### src/lhr_pkg.sv
/*
  Constants, register indices and state types for the LAPD receive framer.
  Assumes an AXI4-Lite master with 32-bit data and a 200 MHz system clock.
*/
`default_nettype none
package lhr_pkg;
  localparam int          ADDR_W      = 8;
  localparam logic [5:0]  IDX_FIFO_LAST = 6'h1f;
  localparam logic [5:0]  IDX_CHAN    = 6'h20;
  localparam logic [5:0]  IDX_MODE    = 6'h21;
  localparam logic [5:0]  IDX_SAPI_MATCH_FIRST    = 6'h22;
  localparam logic [5:0]  IDX_SAPI_MATCH_SECOND    = 6'h23;
  localparam logic [5:0]  IDX_TEI_MATCH_FIRST    = 6'h24;
  localparam logic [5:0]  IDX_TEI_MATCH_SECOND    = 6'h25;
  localparam logic [5:0]  IDX_EXTENDED_FIFO_CONFIG    = 6'h26;
  localparam logic [5:0]  IDX_ISTAT   = 6'h27;
  localparam logic [5:0]  IDX_CMD     = 6'h28;
  localparam logic [5:0]  IDX_CNTL    = 6'h29;
  localparam logic [5:0]  IDX_CNTH    = 6'h2a;
  localparam logic [2:0]  CHAN_RST    = 3'h1;
  localparam logic [2:0]  MODE_RST    = 3'h3;
  localparam logic [1:0]  BLK_RST     = 2'h0;
  localparam logic [5:0]  BLK_MAX     = 6'h20;
  localparam logic [6:0]  FIFO_BYTES  = 7'h40;
  localparam logic [11:0] CNT_MAX     = 12'hfff;
  localparam logic [7:0]  FLAG        = 8'h7e;
  localparam logic [7:0]  SAPI_MASK   = 8'hfd;
  localparam logic [7:0]  GRP_SAPI    = 8'hfc;
  localparam logic [6:0]  GRP_TEI     = 7'h7f;
  localparam logic [2:0]  STUFF_ONES  = 3'h5;
  localparam logic [2:0]  ABORT_ONES  = 3'h6;
  localparam logic [15:0] CRC_INIT    = 16'hffff;
  localparam logic [15:0] CRC_GOOD    = 16'hf0b8;
  localparam logic [15:0] CRC_POLY    = 16'h8408;
  localparam int          IS_RFO = 0, IS_RME = 1, IS_RPF = 2;
  localparam int          CMD_RMC = 0, CMD_RX_RESET_CMD = 1;
  localparam logic [1:0]  RESP_OK     = 2'h0;
  localparam logic [1:0]  RESP_SLV    = 2'h2;
  typedef enum logic [2:0] {MD_EXT = 3'b100, MD_TEI = 3'b101, MD_ONE = 3'b010,
    MD_TWO = 3'b011, MD_TRANS = 3'b110, MD_SAPI = 3'b111} lhr_mode_type;
  typedef enum logic [1:0] {END_IDLE = 2'b00, END_CRC1 = 2'b01, END_CRC2 = 2'b10,
    END_STAT = 2'b11} lhr_end_type;
endpackage : lhr_pkg
`default_nettype wire

### src/lhr_receiver.sv
/*
  LAPD receive framer: bit deframing, address filter, 64-byte cyclic FIFO,
  block indication queue and an AXI4-Lite register slave.
  Assumes serial bits come from timeslot logic on clk, strobes at least two clocks apart.
*/
// The implementer's own choices: register access over AXI4-Lite and the placing of the registers.
`timescale 1ns/1ps
`default_nettype none
module lhr_receiver #(
  parameter int QDEPTH = 16
) (
  input  wire logic                      clk,
  input  wire logic                      reset_n,
  input  wire logic                      serBit,
  input  wire logic                      serBitStrobe,
  input  wire logic [1:0]                serSlot,
  input  wire logic [lhr_pkg::ADDR_W-1:0] s_axi_awaddr,
  input  wire logic                      s_axi_awvalid,
  output logic                           s_axi_awready,
  input  wire logic [31:0]               s_axi_wdata,
  input  wire logic [3:0]                s_axi_wstrb,
  input  wire logic                      s_axi_wvalid,
  output logic                           s_axi_wready,
  output logic [1:0]                     s_axi_bresp,
  output logic                           s_axi_bvalid,
  input  wire logic                      s_axi_bready,
  input  wire logic [lhr_pkg::ADDR_W-1:0] s_axi_araddr,
  input  wire logic                      s_axi_arvalid,
  output logic                           s_axi_arready,
  output logic [31:0]                    s_axi_rdata,
  output logic [1:0]                     s_axi_rresp,
  output logic                           s_axi_rvalid,
  input  wire logic                      s_axi_rready
);
  import lhr_pkg::*;
  localparam int QW = $clog2(QDEPTH);

  // Bit-serial CRC, LSB first, as the line delivers it.
  function automatic logic [15:0] crcByte(input logic [15:0] c, input logic [7:0] b);
    logic [15:0] r;
    r = c;
    for (int i = 0; i < 8; i++) begin
      r = (r[0] ^ b[i]) ? ((r >> 1) ^ CRC_POLY) : (r >> 1);
    end
    return r;
  endfunction : crcByte

  logic [2:0]  chanEn_reg;
  logic [2:0]  mode_reg;
  logic [7:0]  sapi_match_first_reg, sapi_match_second_reg, tei_match_first_reg, tei_match_second_reg;
  logic [1:0]  blkSel_reg;
  logic [5:0]  blkSize_reg;
  logic [2:0]  istat_reg;
  logic [7:0]  rawSh_reg, byteSh_reg, d0_reg, d1_reg, lastByte_reg;
  logic [2:0]  ones_reg, bitCnt_reg;
  logic [1:0]  dCnt_reg, idx_reg;
  logic [15:0] crc_reg;
  logic        inFrame_reg, addrPass_reg, stVfr_reg, stCrc_reg, stAbort_reg;
  lhr_end_type endState_reg;
  logic [7:0]  mem_reg [64];
  logic [6:0]  wrPtr_reg, rdPtr_reg, relPtr_reg;
  logic [5:0]  segCnt_reg, curLen_reg;
  logic [11:0] frameCnt_reg, cnt_reg;
  logic        frameOv_reg, cntOv_reg, started_reg, frameDrop_reg, rdo_reg;
  logic        presented_reg, curEnd_reg;
  logic [QW:0] qWr_reg, qRd_reg;
  logic        qEnd_reg [QDEPTH];
  logic        qOv_reg  [QDEPTH];
  logic [5:0]  qLen_reg [QDEPTH];
  logic [11:0] qCnt_reg [QDEPTH];
  logic        awHeld_reg, wHeld_reg;
  logic [5:0]  awIdx_reg;
  logic [7:0]  wData_reg;
  logic [1:0]  wCmd_reg;
  logic        wLane_reg;

  // Register-port decode; the FIFO answers on all of its 32 word slots.
  logic [5:0] arIdx;
  logic       doRead, doWrite, fifoRd, istatRd, cmdRmc, cmdRres, canRead, wrMapped;
  assign arIdx    = s_axi_araddr[7:2];
  assign doRead   = s_axi_arvalid && s_axi_arready;
  assign doWrite  = awHeld_reg && wHeld_reg && !s_axi_bvalid;
  assign fifoRd   = doRead && (arIdx <= IDX_FIFO_LAST);
  assign istatRd  = doRead && (arIdx == IDX_ISTAT);
  assign cmdRmc   = doWrite && wLane_reg && awIdx_reg == IDX_CMD && wCmd_reg[CMD_RMC];
  assign cmdRres  = doWrite && wLane_reg && awIdx_reg == IDX_CMD && wCmd_reg[CMD_RX_RESET_CMD];
  assign wrMapped = awIdx_reg >= IDX_CHAN && awIdx_reg <= IDX_CMD;
  assign canRead  = rdPtr_reg != wrPtr_reg &&
                    (!presented_reg || (rdPtr_reg - relPtr_reg) < {1'b0, curLen_reg});

  // Line side: channel gate, flag, abort and stuffing recognition.
  logic       bitOk, modeHdlc, isFlag, isAbort, stuffed, dataBit, byteDone, emit, hasBytes;
  logic [7:0] rawNext, newByte, emitByte;
  assign bitOk    = serBitStrobe && serSlot != 2'd3 && chanEn_reg[serSlot];
  assign modeHdlc = mode_reg != MD_EXT;
  assign rawNext  = {serBit, rawSh_reg[7:1]};
  assign isFlag   = bitOk && modeHdlc && rawNext == FLAG;
  assign isAbort  = bitOk && modeHdlc && serBit && ones_reg == ABORT_ONES;
  assign stuffed  = !serBit && ones_reg == STUFF_ONES;
  assign dataBit  = bitOk && (!modeHdlc || (inFrame_reg && !isFlag && !isAbort && !stuffed));
  assign newByte  = {serBit, byteSh_reg[7:1]};
  assign byteDone = dataBit && bitCnt_reg == 3'd7;
  assign emit     = byteDone && (!modeHdlc || dCnt_reg == 2'd2);
  assign emitByte = modeHdlc ? d1_reg : newByte;
  assign hasBytes = dCnt_reg != 2'd0 || idx_reg != 2'd0;

  // Address comparison with the C/R bit masked out of the SAPI byte.
  logic sapiHit, teiHit, keepNow;
  assign sapiHit = (d1_reg & SAPI_MASK) == (sapi_match_first_reg & SAPI_MASK) ||
                   (d1_reg & SAPI_MASK) == (sapi_match_second_reg & SAPI_MASK) ||
                   (d1_reg & SAPI_MASK) == GRP_SAPI;
  assign teiHit  = d1_reg[7:1] == tei_match_first_reg[7:1] || d1_reg[7:1] == tei_match_second_reg[7:1] ||
                   d1_reg[7:1] == GRP_TEI;
  always_comb begin
    unique case (mode_reg)
      MD_EXT, MD_TRANS: keepNow = 1'b1;
      MD_ONE, MD_SAPI:  keepNow = idx_reg >= 2'd1 && addrPass_reg;
      MD_TWO, MD_TEI:   keepNow = idx_reg >= 2'd2 && addrPass_reg;
      default:          keepNow = 1'b0;
    endcase
  end

  // Deframer state; a receiver reset returns it to hunting for a flag.
  always_ff @(posedge clk or negedge reset_n) begin
    if (!reset_n) begin
      rawSh_reg <= 8'h00; ones_reg <= 3'h0; inFrame_reg <= 1'b0; byteSh_reg <= 8'h00;
      bitCnt_reg <= 3'h0; d0_reg <= 8'h00; d1_reg <= 8'h00; dCnt_reg <= 2'h0;
      crc_reg <= CRC_INIT; idx_reg <= 2'h0; addrPass_reg <= 1'b0; endState_reg <= END_IDLE;
      stVfr_reg <= 1'b0; stCrc_reg <= 1'b0; stAbort_reg <= 1'b0;
    end else if (cmdRres) begin
      rawSh_reg <= 8'h00; ones_reg <= 3'h0; inFrame_reg <= 1'b0; bitCnt_reg <= 3'h0;
      dCnt_reg <= 2'h0; idx_reg <= 2'h0; endState_reg <= END_IDLE;
    end else begin
      if (bitOk) begin
        rawSh_reg <= rawNext;
        ones_reg  <= !serBit ? 3'h0 : (ones_reg == 3'h7 ? 3'h7 : ones_reg + 3'h1);
      end
      unique case (endState_reg)
        END_CRC1: endState_reg <= END_CRC2;
        END_CRC2: endState_reg <= END_STAT;
        END_STAT: endState_reg <= END_IDLE;
        END_IDLE: endState_reg <= END_IDLE;
      endcase
      if (isFlag) begin
        // A shared closing flag opens the next frame at once.
        inFrame_reg <= 1'b1; bitCnt_reg <= 3'h0; dCnt_reg <= 2'h0; idx_reg <= 2'h0;
        crc_reg <= CRC_INIT;
        if (inFrame_reg && hasBytes) begin
          endState_reg <= (mode_reg == MD_TRANS && dCnt_reg == 2'd2) ? END_CRC1 : END_STAT;
          stCrc_reg    <= crc_reg == CRC_GOOD;
          stVfr_reg    <= bitCnt_reg == 3'd7;
          stAbort_reg  <= 1'b0;
        end
      end else if (isAbort) begin
        inFrame_reg <= 1'b0;
        if (inFrame_reg && hasBytes) begin
          endState_reg <= END_STAT; stAbort_reg <= 1'b1; stVfr_reg <= 1'b0;
        end
      end else if (dataBit) begin
        byteSh_reg <= newByte;
        bitCnt_reg <= bitCnt_reg + 3'h1;
        if (byteDone) begin
          // Two bytes stay back so that the FCS reaches the FIFO only in MD_TRANS mode.
          d0_reg   <= newByte; d1_reg <= d0_reg;
          dCnt_reg <= (dCnt_reg == 2'd2) ? 2'd2 : dCnt_reg + 2'd1;
          crc_reg  <= crcByte(crc_reg, newByte);
        end
        if (emit && modeHdlc) begin
          idx_reg <= (idx_reg == 2'd2) ? 2'd2 : idx_reg + 2'd1;
          if (idx_reg == 2'd0) begin
            addrPass_reg <= (mode_reg == MD_ONE) ? teiHit :
                            (mode_reg == MD_TWO || mode_reg == MD_SAPI) ? sapiHit : 1'b1;
          end else if (idx_reg == 2'd1 && mode_reg == MD_TWO) begin
            addrPass_reg <= addrPass_reg && teiHit;
          end else if (idx_reg == 2'd1 && mode_reg == MD_TEI) begin
            addrPass_reg <= teiHit;
          end
        end
      end
    end
  end

  // Write side of the FIFO and the indication queue.
  logic [6:0]  used;
  logic [QW:0] qCount;
  logic        qFull, haveSpace, wrStat, crcSt, wrReq, wrOk, firstLost, pushRpf, pushRme;
  logic [5:0]  segInc;
  logic [7:0]  wrData, statByte;
  logic [11:0] cntNext;
  assign used      = wrPtr_reg - relPtr_reg;
  assign qCount    = qWr_reg - qRd_reg;
  assign qFull     = qCount == (QW+1)'(QDEPTH);
  assign haveSpace = used != FIFO_BYTES && !qFull;
  assign wrStat    = endState_reg == END_STAT && started_reg && !frameDrop_reg;
  assign crcSt     = endState_reg == END_CRC1 || endState_reg == END_CRC2;
  assign wrReq     = (emit && keepNow) || crcSt || wrStat;
  assign wrOk      = wrReq && !frameDrop_reg && haveSpace;
  assign firstLost = wrReq && modeHdlc && !started_reg && !frameDrop_reg && !haveSpace;
  assign segInc    = segCnt_reg + 6'd1;
  assign pushRpf   = wrOk && !wrStat && segInc == blkSize_reg;
  assign pushRme   = wrStat && !qFull && (wrOk || segCnt_reg != 6'd0);
  assign statByte  = {stVfr_reg && !stAbort_reg, rdo_reg, stCrc_reg, stAbort_reg, 4'h0};
  assign wrData    = endState_reg == END_CRC1 ? d1_reg : endState_reg == END_CRC2 ? d0_reg :
                     wrStat ? statByte : emitByte;
  assign cntNext   = (wrOk && frameCnt_reg != CNT_MAX) ? frameCnt_reg + 12'd1 : frameCnt_reg;

  always_ff @(posedge clk or negedge reset_n) begin
    if (!reset_n) begin
      wrPtr_reg <= 7'h00; segCnt_reg <= 6'h00; frameCnt_reg <= 12'h000; frameOv_reg <= 1'b0;
      qWr_reg <= '0; started_reg <= 1'b0; frameDrop_reg <= 1'b0; rdo_reg <= 1'b0;
    end else if (cmdRres) begin
      wrPtr_reg <= 7'h00; segCnt_reg <= 6'h00; frameCnt_reg <= 12'h000; frameOv_reg <= 1'b0;
      qWr_reg <= '0; started_reg <= 1'b0; frameDrop_reg <= 1'b0; rdo_reg <= 1'b0;
    end else begin
      if (wrOk) begin
        mem_reg[wrPtr_reg[5:0]] <= wrData;
        wrPtr_reg    <= wrPtr_reg + 7'h01;
        segCnt_reg   <= (pushRpf || wrStat) ? 6'h00 : segInc;
        frameCnt_reg <= cntNext;
        if (frameCnt_reg == CNT_MAX) frameOv_reg <= 1'b1;
      end
      if (pushRpf || pushRme) begin
        qEnd_reg[qWr_reg[QW-1:0]] <= pushRme;
        qLen_reg[qWr_reg[QW-1:0]] <= wrOk ? segInc : segCnt_reg;
        qCnt_reg[qWr_reg[QW-1:0]] <= cntNext;
        qOv_reg[qWr_reg[QW-1:0]]  <= frameOv_reg || (wrOk && frameCnt_reg == CNT_MAX);
        qWr_reg <= qWr_reg + (QW+1)'(1);
      end
      if (wrReq && modeHdlc) started_reg <= 1'b1;
      if (firstLost) frameDrop_reg <= 1'b1;
      if (wrReq && started_reg && !frameDrop_reg && !haveSpace && !wrStat) rdo_reg <= 1'b1;
      if (endState_reg == END_STAT) begin
        started_reg <= 1'b0; frameDrop_reg <= 1'b0; rdo_reg <= 1'b0;
        segCnt_reg <= 6'h00; frameCnt_reg <= 12'h000; frameOv_reg <= 1'b0;
      end
    end
  end

  // Host side: one queued block at a time is shown, released by block-done.
  logic present;
  assign present = !presented_reg && qCount != '0 && !cmdRmc && !cmdRres;
  always_ff @(posedge clk or negedge reset_n) begin
    if (!reset_n) begin
      rdPtr_reg <= 7'h00; relPtr_reg <= 7'h00; qRd_reg <= '0; presented_reg <= 1'b0;
      curLen_reg <= 6'h00; curEnd_reg <= 1'b0; cnt_reg <= 12'h000; cntOv_reg <= 1'b0;
      blkSize_reg <= BLK_MAX; lastByte_reg <= 8'h00;
    end else if (cmdRres) begin
      rdPtr_reg <= 7'h00; relPtr_reg <= 7'h00; qRd_reg <= '0; presented_reg <= 1'b0;
      cnt_reg <= 12'h000; cntOv_reg <= 1'b0;
      blkSize_reg <= BLK_MAX >> blkSel_reg;
    end else if (cmdRmc) begin
      blkSize_reg <= BLK_MAX >> blkSel_reg;
      if (presented_reg) begin
        // Unread bytes of the block are dropped with it.
        relPtr_reg <= relPtr_reg + {1'b0, curLen_reg};
        rdPtr_reg  <= relPtr_reg + {1'b0, curLen_reg};
        qRd_reg    <= qRd_reg + (QW+1)'(1);
        presented_reg <= 1'b0;
        if (curEnd_reg) begin
          cnt_reg <= 12'h000; cntOv_reg <= 1'b0;
        end
      end
    end else if (present) begin
      presented_reg <= 1'b1;
      curLen_reg <= qLen_reg[qRd_reg[QW-1:0]];
      curEnd_reg <= qEnd_reg[qRd_reg[QW-1:0]];
      cnt_reg    <= qCnt_reg[qRd_reg[QW-1:0]];
      cntOv_reg  <= qOv_reg[qRd_reg[QW-1:0]];
      rdPtr_reg  <= relPtr_reg;
    end else if (fifoRd && canRead) begin
      rdPtr_reg    <= rdPtr_reg + 7'h01;
      lastByte_reg <= mem_reg[rdPtr_reg[5:0]];
    end
  end

  // Indication flags: RME and RPF set on presentation, RFO on a lost frame; cleared by reading; a set wins.
  always_ff @(posedge clk or negedge reset_n) begin
    if (!reset_n) begin
      istat_reg <= 3'h0;
    end else begin
      istat_reg <= (istatRd ? 3'h0 : istat_reg) |
                   {present && !qEnd_reg[qRd_reg[QW-1:0]], present && qEnd_reg[qRd_reg[QW-1:0]],
                    firstLost};
    end
  end

  // Software-written configuration.
  always_ff @(posedge clk or negedge reset_n) begin
    if (!reset_n) begin
      chanEn_reg <= CHAN_RST; mode_reg <= MODE_RST; blkSel_reg <= BLK_RST;
      sapi_match_first_reg <= 8'h00; sapi_match_second_reg <= 8'h00; tei_match_first_reg <= 8'h00; tei_match_second_reg <= 8'h00;
    end else if (doWrite && wLane_reg) begin
      unique case (awIdx_reg)
        IDX_CHAN: chanEn_reg <= wData_reg[2:0];
        IDX_MODE: mode_reg   <= wData_reg[2:0];
        IDX_SAPI_MATCH_FIRST: sapi_match_first_reg   <= wData_reg;
        IDX_SAPI_MATCH_SECOND: sapi_match_second_reg   <= wData_reg;
        IDX_TEI_MATCH_FIRST: tei_match_first_reg   <= wData_reg;
        IDX_TEI_MATCH_SECOND: tei_match_second_reg   <= wData_reg;
        IDX_EXTENDED_FIFO_CONFIG: blkSel_reg <= wData_reg[1:0];
        default: ;
      endcase
    end
  end

  // AXI4-Lite write channels: address and data taken in either order.
  assign s_axi_awready = !awHeld_reg;
  assign s_axi_wready  = !wHeld_reg;
  always_ff @(posedge clk or negedge reset_n) begin
    if (!reset_n) begin
      awHeld_reg <= 1'b0; wHeld_reg <= 1'b0; awIdx_reg <= 6'h00; wData_reg <= 8'h00;
      wCmd_reg <= 2'h0; wLane_reg <= 1'b0; s_axi_bvalid <= 1'b0; s_axi_bresp <= RESP_OK;
    end else begin
      if (s_axi_awvalid && !awHeld_reg) begin
        awHeld_reg <= 1'b1; awIdx_reg <= s_axi_awaddr[7:2];
      end
      if (s_axi_wvalid && !wHeld_reg) begin
        wHeld_reg <= 1'b1; wData_reg <= s_axi_wdata[7:0];
        wCmd_reg <= s_axi_wdata[1:0]; wLane_reg <= s_axi_wstrb[0];
      end
      if (doWrite) begin
        awHeld_reg <= 1'b0; wHeld_reg <= 1'b0; s_axi_bvalid <= 1'b1;
        s_axi_bresp <= wrMapped ? RESP_OK : RESP_SLV;
      end else if (s_axi_bvalid && s_axi_bready) begin
        s_axi_bvalid <= 1'b0;
      end
    end
  end

  // AXI4-Lite read channel; a FIFO slot read past the data repeats the last byte.
  assign s_axi_arready = !s_axi_rvalid;
  always_ff @(posedge clk or negedge reset_n) begin
    if (!reset_n) begin
      s_axi_rvalid <= 1'b0; s_axi_rdata <= 32'h0; s_axi_rresp <= RESP_OK;
    end else if (doRead) begin
      s_axi_rvalid <= 1'b1;
      s_axi_rresp  <= RESP_OK;
      if (arIdx <= IDX_FIFO_LAST) begin
        s_axi_rdata <= {24'h0, canRead ? mem_reg[rdPtr_reg[5:0]] : lastByte_reg};
      end else begin
        unique case (arIdx)
          IDX_CHAN:  s_axi_rdata <= {29'h0, chanEn_reg};
          IDX_MODE:  s_axi_rdata <= {29'h0, mode_reg};
          IDX_SAPI_MATCH_FIRST:  s_axi_rdata <= {24'h0, sapi_match_first_reg};
          IDX_SAPI_MATCH_SECOND:  s_axi_rdata <= {24'h0, sapi_match_second_reg};
          IDX_TEI_MATCH_FIRST:  s_axi_rdata <= {24'h0, tei_match_first_reg};
          IDX_TEI_MATCH_SECOND:  s_axi_rdata <= {24'h0, tei_match_second_reg};
          IDX_EXTENDED_FIFO_CONFIG:  s_axi_rdata <= {30'h0, blkSel_reg};
          IDX_ISTAT: s_axi_rdata <= {29'h0, istat_reg};
          IDX_CMD:   s_axi_rdata <= 32'h0;
          IDX_CNTL:  s_axi_rdata <= {24'h0, cnt_reg[7:0]};
          IDX_CNTH:  s_axi_rdata <= {27'h0, cntOv_reg, cnt_reg[11:8]};
          default: begin
            s_axi_rdata <= 32'h0; s_axi_rresp <= RESP_SLV;
          end
        endcase
      end
    end else if (s_axi_rvalid && s_axi_rready) begin
      s_axi_rvalid <= 1'b0;
    end
  end
endmodule : lhr_receiver
`default_nettype wire

### config.mk
export PLATFORM = sky130hd
export DESIGN_NAME = lhr_receiver
export DESIGN_NICKNAME = d
export VERILOG_FILES = /design/src/lhr_pkg.sv /design/src/lhr_receiver.sv
export SDC_FILE = /design/constraint.sdc
export NUM_CORES = 1
export LEC_CHECK = 0
export BUFFER_PORTS_ARGS = -buffer_cell sky130_fd_sc_hd__buf_2
export CORE_ASPECT_RATIO = 1.2
export CORE_MARGIN = 5
export CORE_UTILIZATION = 50
export CTS_CLUSTER_SIZE = 8
export DETAILED_ROUTE_END_ITERATION = 8
export GPL_TIMING_DRIVEN = 0
export PLACE_DENSITY = 0.66
export RECOVER_POWER = 100
export SKIP_LAST_GASP = 1
export SYNTH_ARGS = -nofsm -noshare
export SYNTH_HDL_FRONTEND = slang
export SYNTH_SLANG_ARGS = --single-unit
### constraint.sdc
create_clock -name clk -period 10.8 [get_ports clk]
set_input_delay 3.24 -clock clk [delete_from_list [all_inputs] [get_ports clk]]
set_output_delay 3.24 -clock clk [all_outputs]
set_load 0.005 [all_outputs]
### Yosys cells after proc, flatten, opt, wreduce, memory -nomap -nowiden

Memories as Yosys holds them, arrays and structs flattened. A register that Yosys moved wholly into a read port is not among the register bits.
Index checks and enable logic that the tools add are counted.

* $add $sub $neg: 14
* multipliers: 0
* div/mod/pow operators: 0
* magnitude comparators: 7
* equality and inequality tests: 55
* shifts and indexed selects: 1
* muxes and demuxes: 135
* bitwise gates (word level): 22
* reduce and logical (&&, ||, !) cells: 158

Operators with widths (count)
* $mux W16: 12
* $eq A6 B6 Y1 const B: 19
* $mux W12: 9
* $pmux W8 S10: 1
* $logic_and A1 B1 Y1: 65
* $mux W8: 8
* $mux W7: 9
* $mux W1: 51
* $mux W2: 21
* $mux W6: 7
* $reduce_bool A3 Y1: 11
* $eq A7 B7 Y1: 4
* $reduce_bool A2 Y1: 14
* $mux W3: 9
* $mux W5: 5
* $eq A3 B3 Y1 const B: 8
* $not A2 Y3: 8
* $reduce_and A2 Y1: 11
* $logic_not A1 Y1: 20
* $reduce_and A3 Y1: 6
* $eq A16 B16 Y1 const B: 1
* $logic_or A1 B1 Y1: 16
* $add A7 B1 Y7 const B: 2
* $eq A7 B7 Y1 const B: 2
* other kinds (44): 73

* flip-flop bits (word level): 247
* bits in latches: 0
* RAM bits: 832
* ROM bits: 0
* input port bits: 63
* output and inout port bits: 41
* word-level logic and storage cells: 448
* memories kept: 5

Memories
* mem_reg: depth 64, width 8, rd ports 1, clocked after Yosys merged registers in 0, write ports 1, line lhr_receiver.sv:60 `logic [7:0] mem_reg [64];`
* qCnt_reg: depth 16, width 12, rd ports 1, clocked after Yosys merged registers in 0, write ports 1, line lhr_receiver.sv:70 `logic [11:0] qCnt_reg [QDEPTH];`
* qLen_reg: depth 16, width 6, rd ports 1, clocked after Yosys merged registers in 1, write ports 1, line lhr_receiver.sv:69 `logic [5:0] qLen_reg [QDEPTH];`
* qEnd_reg: depth 16, width 1, rd ports 1, clocked after Yosys merged registers in 0, write ports 1, line lhr_receiver.sv:67 `logic qEnd_reg [QDEPTH];`
* qOv_reg: depth 16, width 1, rd ports 1, clocked after Yosys merged registers in 0, write ports 1, line lhr_receiver.sv:68 `logic qOv_reg [QDEPTH];`

### Longest topological paths before layout

Gate-level depths: netlist of run 1.

* depth after elaboration: 25
* gate-level depth with buffers: 19
* depth with buffers taken out: 15

### Least setup slack after synthesis of run 1

Ideal clock, no wire load.

* kind: input -> register
* start: input serBit
* end: memory qCnt_reg[14][0], enable pin
* setup time: 0.456 ns
* arrival: 6.811 ns
* required time: 10.344 ns
* setup slack: 3.533 ns
* stages: 7
* path buffers: 1
* path through: clkbuf_1 o211ai_1 and2_1 o311a_1 nor3_1 nand2_2 nor4b_1

* longest elaborated chain between the ends: 22
* elaborated cells between the ends (all ways): 30

Ends and longest elaborated chain
* start: declaration: line lhr_receiver.sv:14 `input wire logic serBit,`
* $eq A8 B7 Y1: line lhr_receiver.sv:97 `assign isFlag = bitOk && modeHdlc && rawNext == FLAG;`
* $logic_and A1 B1 Y1: line lhr_receiver.sv:97
* $logic_not A1 Y1: line lhr_receiver.sv:100 `assign dataBit = bitOk && (!modeHdlc || (inFrame_reg && !isFlag && !isAbort && !stuffed));`
* $logic_and A1 B1 Y1 (2 in a row): line lhr_receiver.sv:100
* $logic_and A1 B1 Y1 (*): line lhr_receiver.sv:100
* $logic_or A1 B1 Y1 (*): line lhr_receiver.sv:100
* $logic_and A1 B1 Y1 (*): line lhr_receiver.sv:100
* $logic_and A1 B1 Y1 (*): line lhr_receiver.sv:102 `assign byteDone = dataBit && bitCnt_reg == 3'd7;`
* [4 not listed]
* $logic_and A1 B1 Y1 (*) (2 in a row): line lhr_receiver.sv:197 `assign wrOk = wrReq && !frameDrop_reg && haveSpace;`
* $logic_and A1 B1 Y1 / $logic_or A1 B1 Y1 (equally long branches): line lhr_receiver.sv:200, lhr_receiver.sv:201
* $logic_and A1 B1 Y1 (on tied branches): line lhr_receiver.sv:200, lhr_receiver.sv:201
* $logic_or A1 B1 Y1 (*): line lhr_receiver.sv:222 `if (pushRpf || pushRme) begin`
* $mux W1 (*): line lhr_receiver.sv:222
* $mux W1 (*): line lhr_receiver.sv:211 `end else if (cmdRres) begin`
* $logic_and A1 B1 Y1 (not written as such) (*): line lhr_receiver.sv:225 `qCnt_reg[qWr_reg[QW-1:0]] <= cntNext;`
* $mux W1 (not written as such) (*): line lhr_receiver.sv:225
* end: declaration: line lhr_receiver.sv:70

Every way passes the cells marked *; elsewhere a longest branch is shown, timed or not.

### Final worst setup path of run 1

* start: input reset_n
* end: memory qLen_reg[7][0], enable pin

* longest elaborated chain between the ends: 2

Ends and longest elaborated chain
* start: declaration: line lhr_receiver.sv:13 `input wire logic reset_n,`
* $logic_and A1 B1 Y1 (not written as such): line lhr_receiver.sv:224 `qLen_reg[qWr_reg[QW-1:0]] <= wrOk ? segInc : segCnt_reg;`
* $mux W1: line lhr_receiver.sv:224
* end: declaration: line lhr_receiver.sv:69

Every way passes these cells.

==> results.json, run 1 <==
{
  "worst_slack_ns": 2.832,
  "fin_crit_sh": 0.7378,
  "cp.required_ns": 11.15,
  "clk_root_buffer_cell": "clkbuf_16",
  "synth-edff-count": 832,
  "wl_um": 116500,
  "synth_warnings": 0,
  "syn_inst": 2698,
  "drt-pass1-iter-count": 5,
  "worstPathMaxFanout": 78,
  "cts.sinks": 1053,
  "violations": "max-capacitance violations, max-slew violations",
  "drv_slew": 563,
  "hold_class": "reg2reg",
  "ys_ff_latch": 1053,
  "clock.fmax_ghz": 0.1255,
  "coreArea_sq_um": 89340,
  "clock_latency_ns": 0.74,
  "dieArea_sq_um": 96100,
  "synth_top_area_share": 0.5553,
  "grt_use_total": 0.2401,
  "io_pins": 104,
  "fin_crit_ns": 7.968,
  "fin_skew_ns": 0.02742,
  "setup_tns_ns": 0,
  "synth_top_area_cell": "edfxtp_1",
  "grt_max_degree": 81,
  "fp.dieW_um": 283.8,
  "status": "finished with violations",
  "antenna_found_initial": 2,
  "slew_headroom": -1.522,
  "max_cap_violations": 17,
  "synth.most_common_cell": "edfxtp_1",
  "vias_per_cell": 6.162,
  "overflow": 0,
  "cts.path.max_buffers": 3,
  "utilization": 0.5735,
  "cp_data_arrival_time_ns": 8.32,
  "cts_max_level": 4,
  "seq_area_sq_um": 30540,
  "cts_hold_repair.buffers": 0,
  "power.density_nw_per_um2": 210.8,
  "worstMarginPinSlew_ns": 3.783,
  "dominantRegCellSynth": "edfxtp_1",
  "reg2reg_depth": 17,
  "wl_per_cell_um": 27.67,
  "r2r_start": "rdPtr_reg[0]",
  "synth_common_cells": "edfxtp_1, mux4_2, nand2_1",
  "cts_made_buffers": 149,
  "fp.dieH_um": 338.6,
  "end_kind": "flip-flop",
  "cts_tree": "done",
  "place_congestion": 0.9273,
  "drt_iter0_drc": 2499,
  "antenna_left": 0,
  "cts.clk_slew.worst_paths_ns": 0.05,
  "drive_gt1_frac": 0.2051,
  "cts.repair.resized": 0,
  "ys_seq_area_frac": 0.6788,
  "grt_pass1_vias": 26608,
  "post-place-ws_ns": 3.600,
  "rsz0062_at_grt": "no",
  "yosys-top-cells-area": "edfxtp_1, mux4_2, dfrtp_1, mux2_2, nand2_1",
  "fin_hold_ws_ns": 0.4908,
  "area_delta_synth_final_pct": 13.88,
  "post-dp-hpwl_um": 81150,
  "ff2ff_setup_slack_ns": 3.36,
  "rows": 120,
  "async_flop_share": 0.2099,
  "grt_first_pass_wirelength_um": 172700,
  "routed-via-count": 25936,
  "nFillCells": 6751,
  "synth_cell_type_count": 88,
  "startpoint": "reset_n",
  "start_kind": "primary input",
  "route.detailed.drc": 0,
  "setup_violations": 0,
  "largest_reg_flops": 512,
  "p_leak_nw": 17.19,
  "io_buffers": 43,
  "nets": 3096,
  "hold_viol_final": 0,
  "netlist_area_sq_um": 44990,
  "r2r_end": "lastByte_reg[3]",
  "crit_end": "qLen_reg[7][0]",
  "crit_type": "in2reg",
  "multiInputGateArea_sq_um": 13440,
  "post_cts_buffers": 0,
  "start_util": 0.5036,
  "avgSynthCellArea_sq_um": 16.67,
  "vdd_ir_drop_max_mv": 0.1728
}
cell usage in the layout, fill, tap and decap left out, types with 28 or more instances in the layout:
cell type and instances:
edfxtp_1 832, mux4_2 260, clkbuf_1 218, nand2_1 210, dfrtp_1 201, clkbuf_16 151
nor2_1 145, a21oi_1 88, o21ai_0 76, mux2_2 72, xnor2_1 59, inv_1 58
nand3_1 55, ha_1 54, buf_2 39, xor2_1 36, nor3_1 34, buf_4 34
nand4_1 33, a22oi_1 28
area by class of cell:
cell class | instances | share of cell area
antenna | 3 | 0.0001465
sequential | 1053 | 0.5961
clock inverter | 11 | 0.004469
clock buffer | 210 | 0.07827
timing repair buffer | 103 | 0.01114
multi-input combinational | 1443 | 0.2622
inverter | 58 | 0.004249
buffer | 169 | 0.01512
tap | 1159 | 0.02830
worst max-delay path, stage by stage:
cell and delay [ns]:
buf_8 0.42, clkbuf_1 2.69, nor2b_1 0.42, nand2_1 0.16
nor4b_2 0.77, clkbuf_1 0.50
logic make-up after synthesis:
logic type	share of synthesized area
fa+ha+maj	0.01613
compound gates	0.04138
other cells	0.00008336
simple gates	0.06806
xor+xnor	0.01902
flops	0.6788
mux	0.1531
buf+inv	0.02342
where the power goes:
| group | switching [mW] | internal, mW | total (mW) | leakage, nW |
|---|---|---|---|---|
| registers | 0.207 | 4.60 | 4.81 | 9.94 |
| clock network | 1.68 | 2.56 | 4.24 | 2.03 |
| logic | 1.03 | 0.724 | 1.75 | 5.22 |
| total | 2.92 | 7.88 | 10.8 | 17.2 |
layer usage:
metal,vias to the layer above,global-route usage,routed length [um]
met5,-,0,13
met4,2,0.08323,4424
met3,258,0.04600,7844
met2,1092,0.4212,60700
met1,13523,0.3009,43500
li1,11061,-,-
stage by stage:
step | instances | instance area, sq um | total power [mW]
CTS | 4205 | 51880 | 10.90
detailed placement | 3984 | 47640 | 6.651
global route | 4206 | 51230 | 11.21
global placement | 3925 | 46750 | 6.585
finish | 4209 | 51230 | 10.80
floorplan | 2723 | 45080 | 6.034
worst min-delay path by stage:
stage                            start                       to  cells after the start
3_5_place_dp            s_axi_rresp[1]           s_axi_rresp[1]                      2
3_3_place_gp            s_axi_bresp[1]           s_axi_bresp[1]                      2
2_1_floorplan             istat_reg[1]             istat_reg[1]                      2
4_1_cts                 s_axi_rresp[1]           s_axi_rresp[1]                      2
6_report                s_axi_rresp[1]           s_axi_rresp[1]                      2
5_1_grt        tei_match_second_reg[0]  tei_match_second_reg[0]                      1
(Power assumes the default switching activity.)
==> run 2, diff against run 1 <==
Settings changed: PLACE_DENSITY 0.66 to 0.69.
Clock period 10.8 ns to 6.6 ns, I/O delays scaled along.
==> results.json, run 2 (synthesis results as in run 1) <==
{
  "fin_crit_sh": 0.9405,
  "ff2ff_setup_slack_ns": 0.56,
  "fp.dieH_um": 338.6,
  "clock_latency_ns": 0.74,
  "routed-via-count": 25975,
  "io_buffers": 43,
  "largest_reg_flops": 512,
  "stdcell_count": 4189,
  "overflow": 0,
  "utilization": 0.5735,
  "wl_per_cell_um": 27.85,
  "end_kind": "flip-flop",
  "place_congestion": 0.8813,
  "cts_made_buffers": 149,
  "grt_use_total": 0.2414,
  "fin_skew_ns": 0.03291,
  "grt_first_pass_wirelength_um": 174000,
  "final_cell_area_sq_um": 51240,
  "setup_violations": 0,
  "r2r_end": "qCnt_reg[13][6]",
  "cts_max_level": 4,
  "layout_commonest_cell": "edfxtp_1",
  "reg2reg_depth": 14,
  "cts.path.max_buffers": 3,
  "clk_root_buffer_cell": "clkbuf_16",
  "hold_path_end": "blkSize_reg[5]",
  "coreArea_sq_um": 89340,
  "violations": "max-capacitance violations, max-slew violations",
  "rsz0062_at_grt": "no",
  "drt_iter0_drc": 2878,
  "power.density_nw_per_um2": 345.4,
  "antenna_left": 0,
  "cp.required_ns": 6.94,
  "crit_type": "in2reg",
  "dieArea_sq_um": 96100,
  "hold_viol_final": 0,
  "post_cts_buffers": 0,
  "drive_gt1_frac": 0.2084,
  "vdd_ir_drop_max_mv": 0.2022,
  "io_pins": 104,
  "cts.clk_slew.worst_paths_ns": 0.05,
  "area_delta_synth_final_pct": 13.89,
  "antenna_found_initial": 2,
  "cts.sinks": 1053,
  "vias_per_cell": 6.201,
  "final_cell_mix": "edfxtp_1, mux4_2, nand2_1, dfrtp_1, clkbuf_1",
  "grt_max_degree": 101,
  "holdPathStages": 2,
  "worstPathMaxFanout": 10,
  "cts_hold_repair.buffers": 0,
  "worstMarginPinSlew_ns": 4.097,
  "max_cap_violations": 17,
  "drt-pass1-iter-count": 6,
  "status": "finished with violations",
  "fin_crit_ns": 6.207,
  "placed_area_sq_um": 47590,
  "post-dp-hpwl_um": 80760,
  "start_util": 0.5036,
  "grt_pass1_vias": 26475,
  "cp_data_arrival_time_ns": 6.55,
  "start_kind": "primary input",
  "drv_slew": 429,
  "p_leak_nw": 17.73,
  "clock.fmax_ghz": 0.1611,
  "dp.cells": 3980,
  "rows": 120,
  "cts_tree": "done",
  "route.detailed.drc": 0,
  "fp.dieW_um": 283.8,
  "nFillCells": 6671,
  "hold_class": "reg2reg",
  "cts.repair.resized": 0,
  "slew_headroom": -1.760,
  "wl_um": 116700,
  "nets": 3091,
  "min-delay-start": "blkSize_reg[5]",
  "r2r_start": "qRd_reg[1]"
}
## run 2: area by class of cell
cell class / instances / area (sq um) / share of cell area
flip-flops and latches: 1053 / 30540 / 0.5960
clock inverters: 13 / 245.2 / 0.004786
plain buffers: 169 / 798.3 / 0.01558
inverters: 58 / 217.7 / 0.004249
clock buffers: 194 / 3919 / 0.07648
diodes: 2 / 5.005 / 0.00009768
well taps: 1159 / 1450 / 0.02830
repair buffers: 98 / 630.6 / 0.01231
multi-input cells: 1443 / 13430 / 0.2621
## run 2: critical path: stages
cell       delay (ns)
clkbuf_1         0.10
mux2i_1          0.11
o21ai_0          0.60
o2111ai_1        0.35
o311ai_0         0.69
and4b_1          0.28
clkbuf_1         0.40
buf_6            0.24
nand4_1          0.71
nor2_1           1.08
## run 2: through the flow
| step | total power, mW | worst slack [ns] | TNS [ns] | hold slack (ns) |
|---|---|---|---|---|
| finish | 17.70 | 0.3929 | 0 | 0.4835 |
| global route | 18.34 | 0.2679 | 0 | 0.4976 |
| CTS | 17.81 | 0.7293 | 0 | 0.4867 |
| detailed placement | 10.95 | 0.5763 | 0 | 0.4789 |
| global placement | 10.84 | -5.586 | -2571.25 | 0.4724 |
| floorplan | 9.874 | 0.5932 | 0 | 0.4381 |
## run 2: power breakdown
part / internal [mW] / switching (mW)
sequential: 7.53 / 0.362
clock: 4.12 / 2.75
combinational: 1.20 / 1.73
## run 2: worst max path at each step
stage / from / endpoint / slack, ns
3_5_place_dp: serSlot[0] / qCnt_reg[8][3] / 0.58
5_1_grt: serSlot[0] / qCnt_reg[8][4] / 0.27
4_1_cts: rdPtr_reg[0] / lastByte_reg[5] / 0.73
3_3_place_gp: reset_n / qCnt_reg[9][2] / -5.59
6_report: serSlot[0] / mem_reg[2][2] / 0.39
2_1_floorplan: serBit / qCnt_reg[14][0] / 0.59
## run 2: routing by layer
layer  global-route usage  vias up  wire [um]
met4              0.09358        0       4481
met3              0.04781      236       8471
li1                     -    11038          -
met1               0.3117    13438      44130
met2               0.4078     1263      59580
met5                    0        -          0
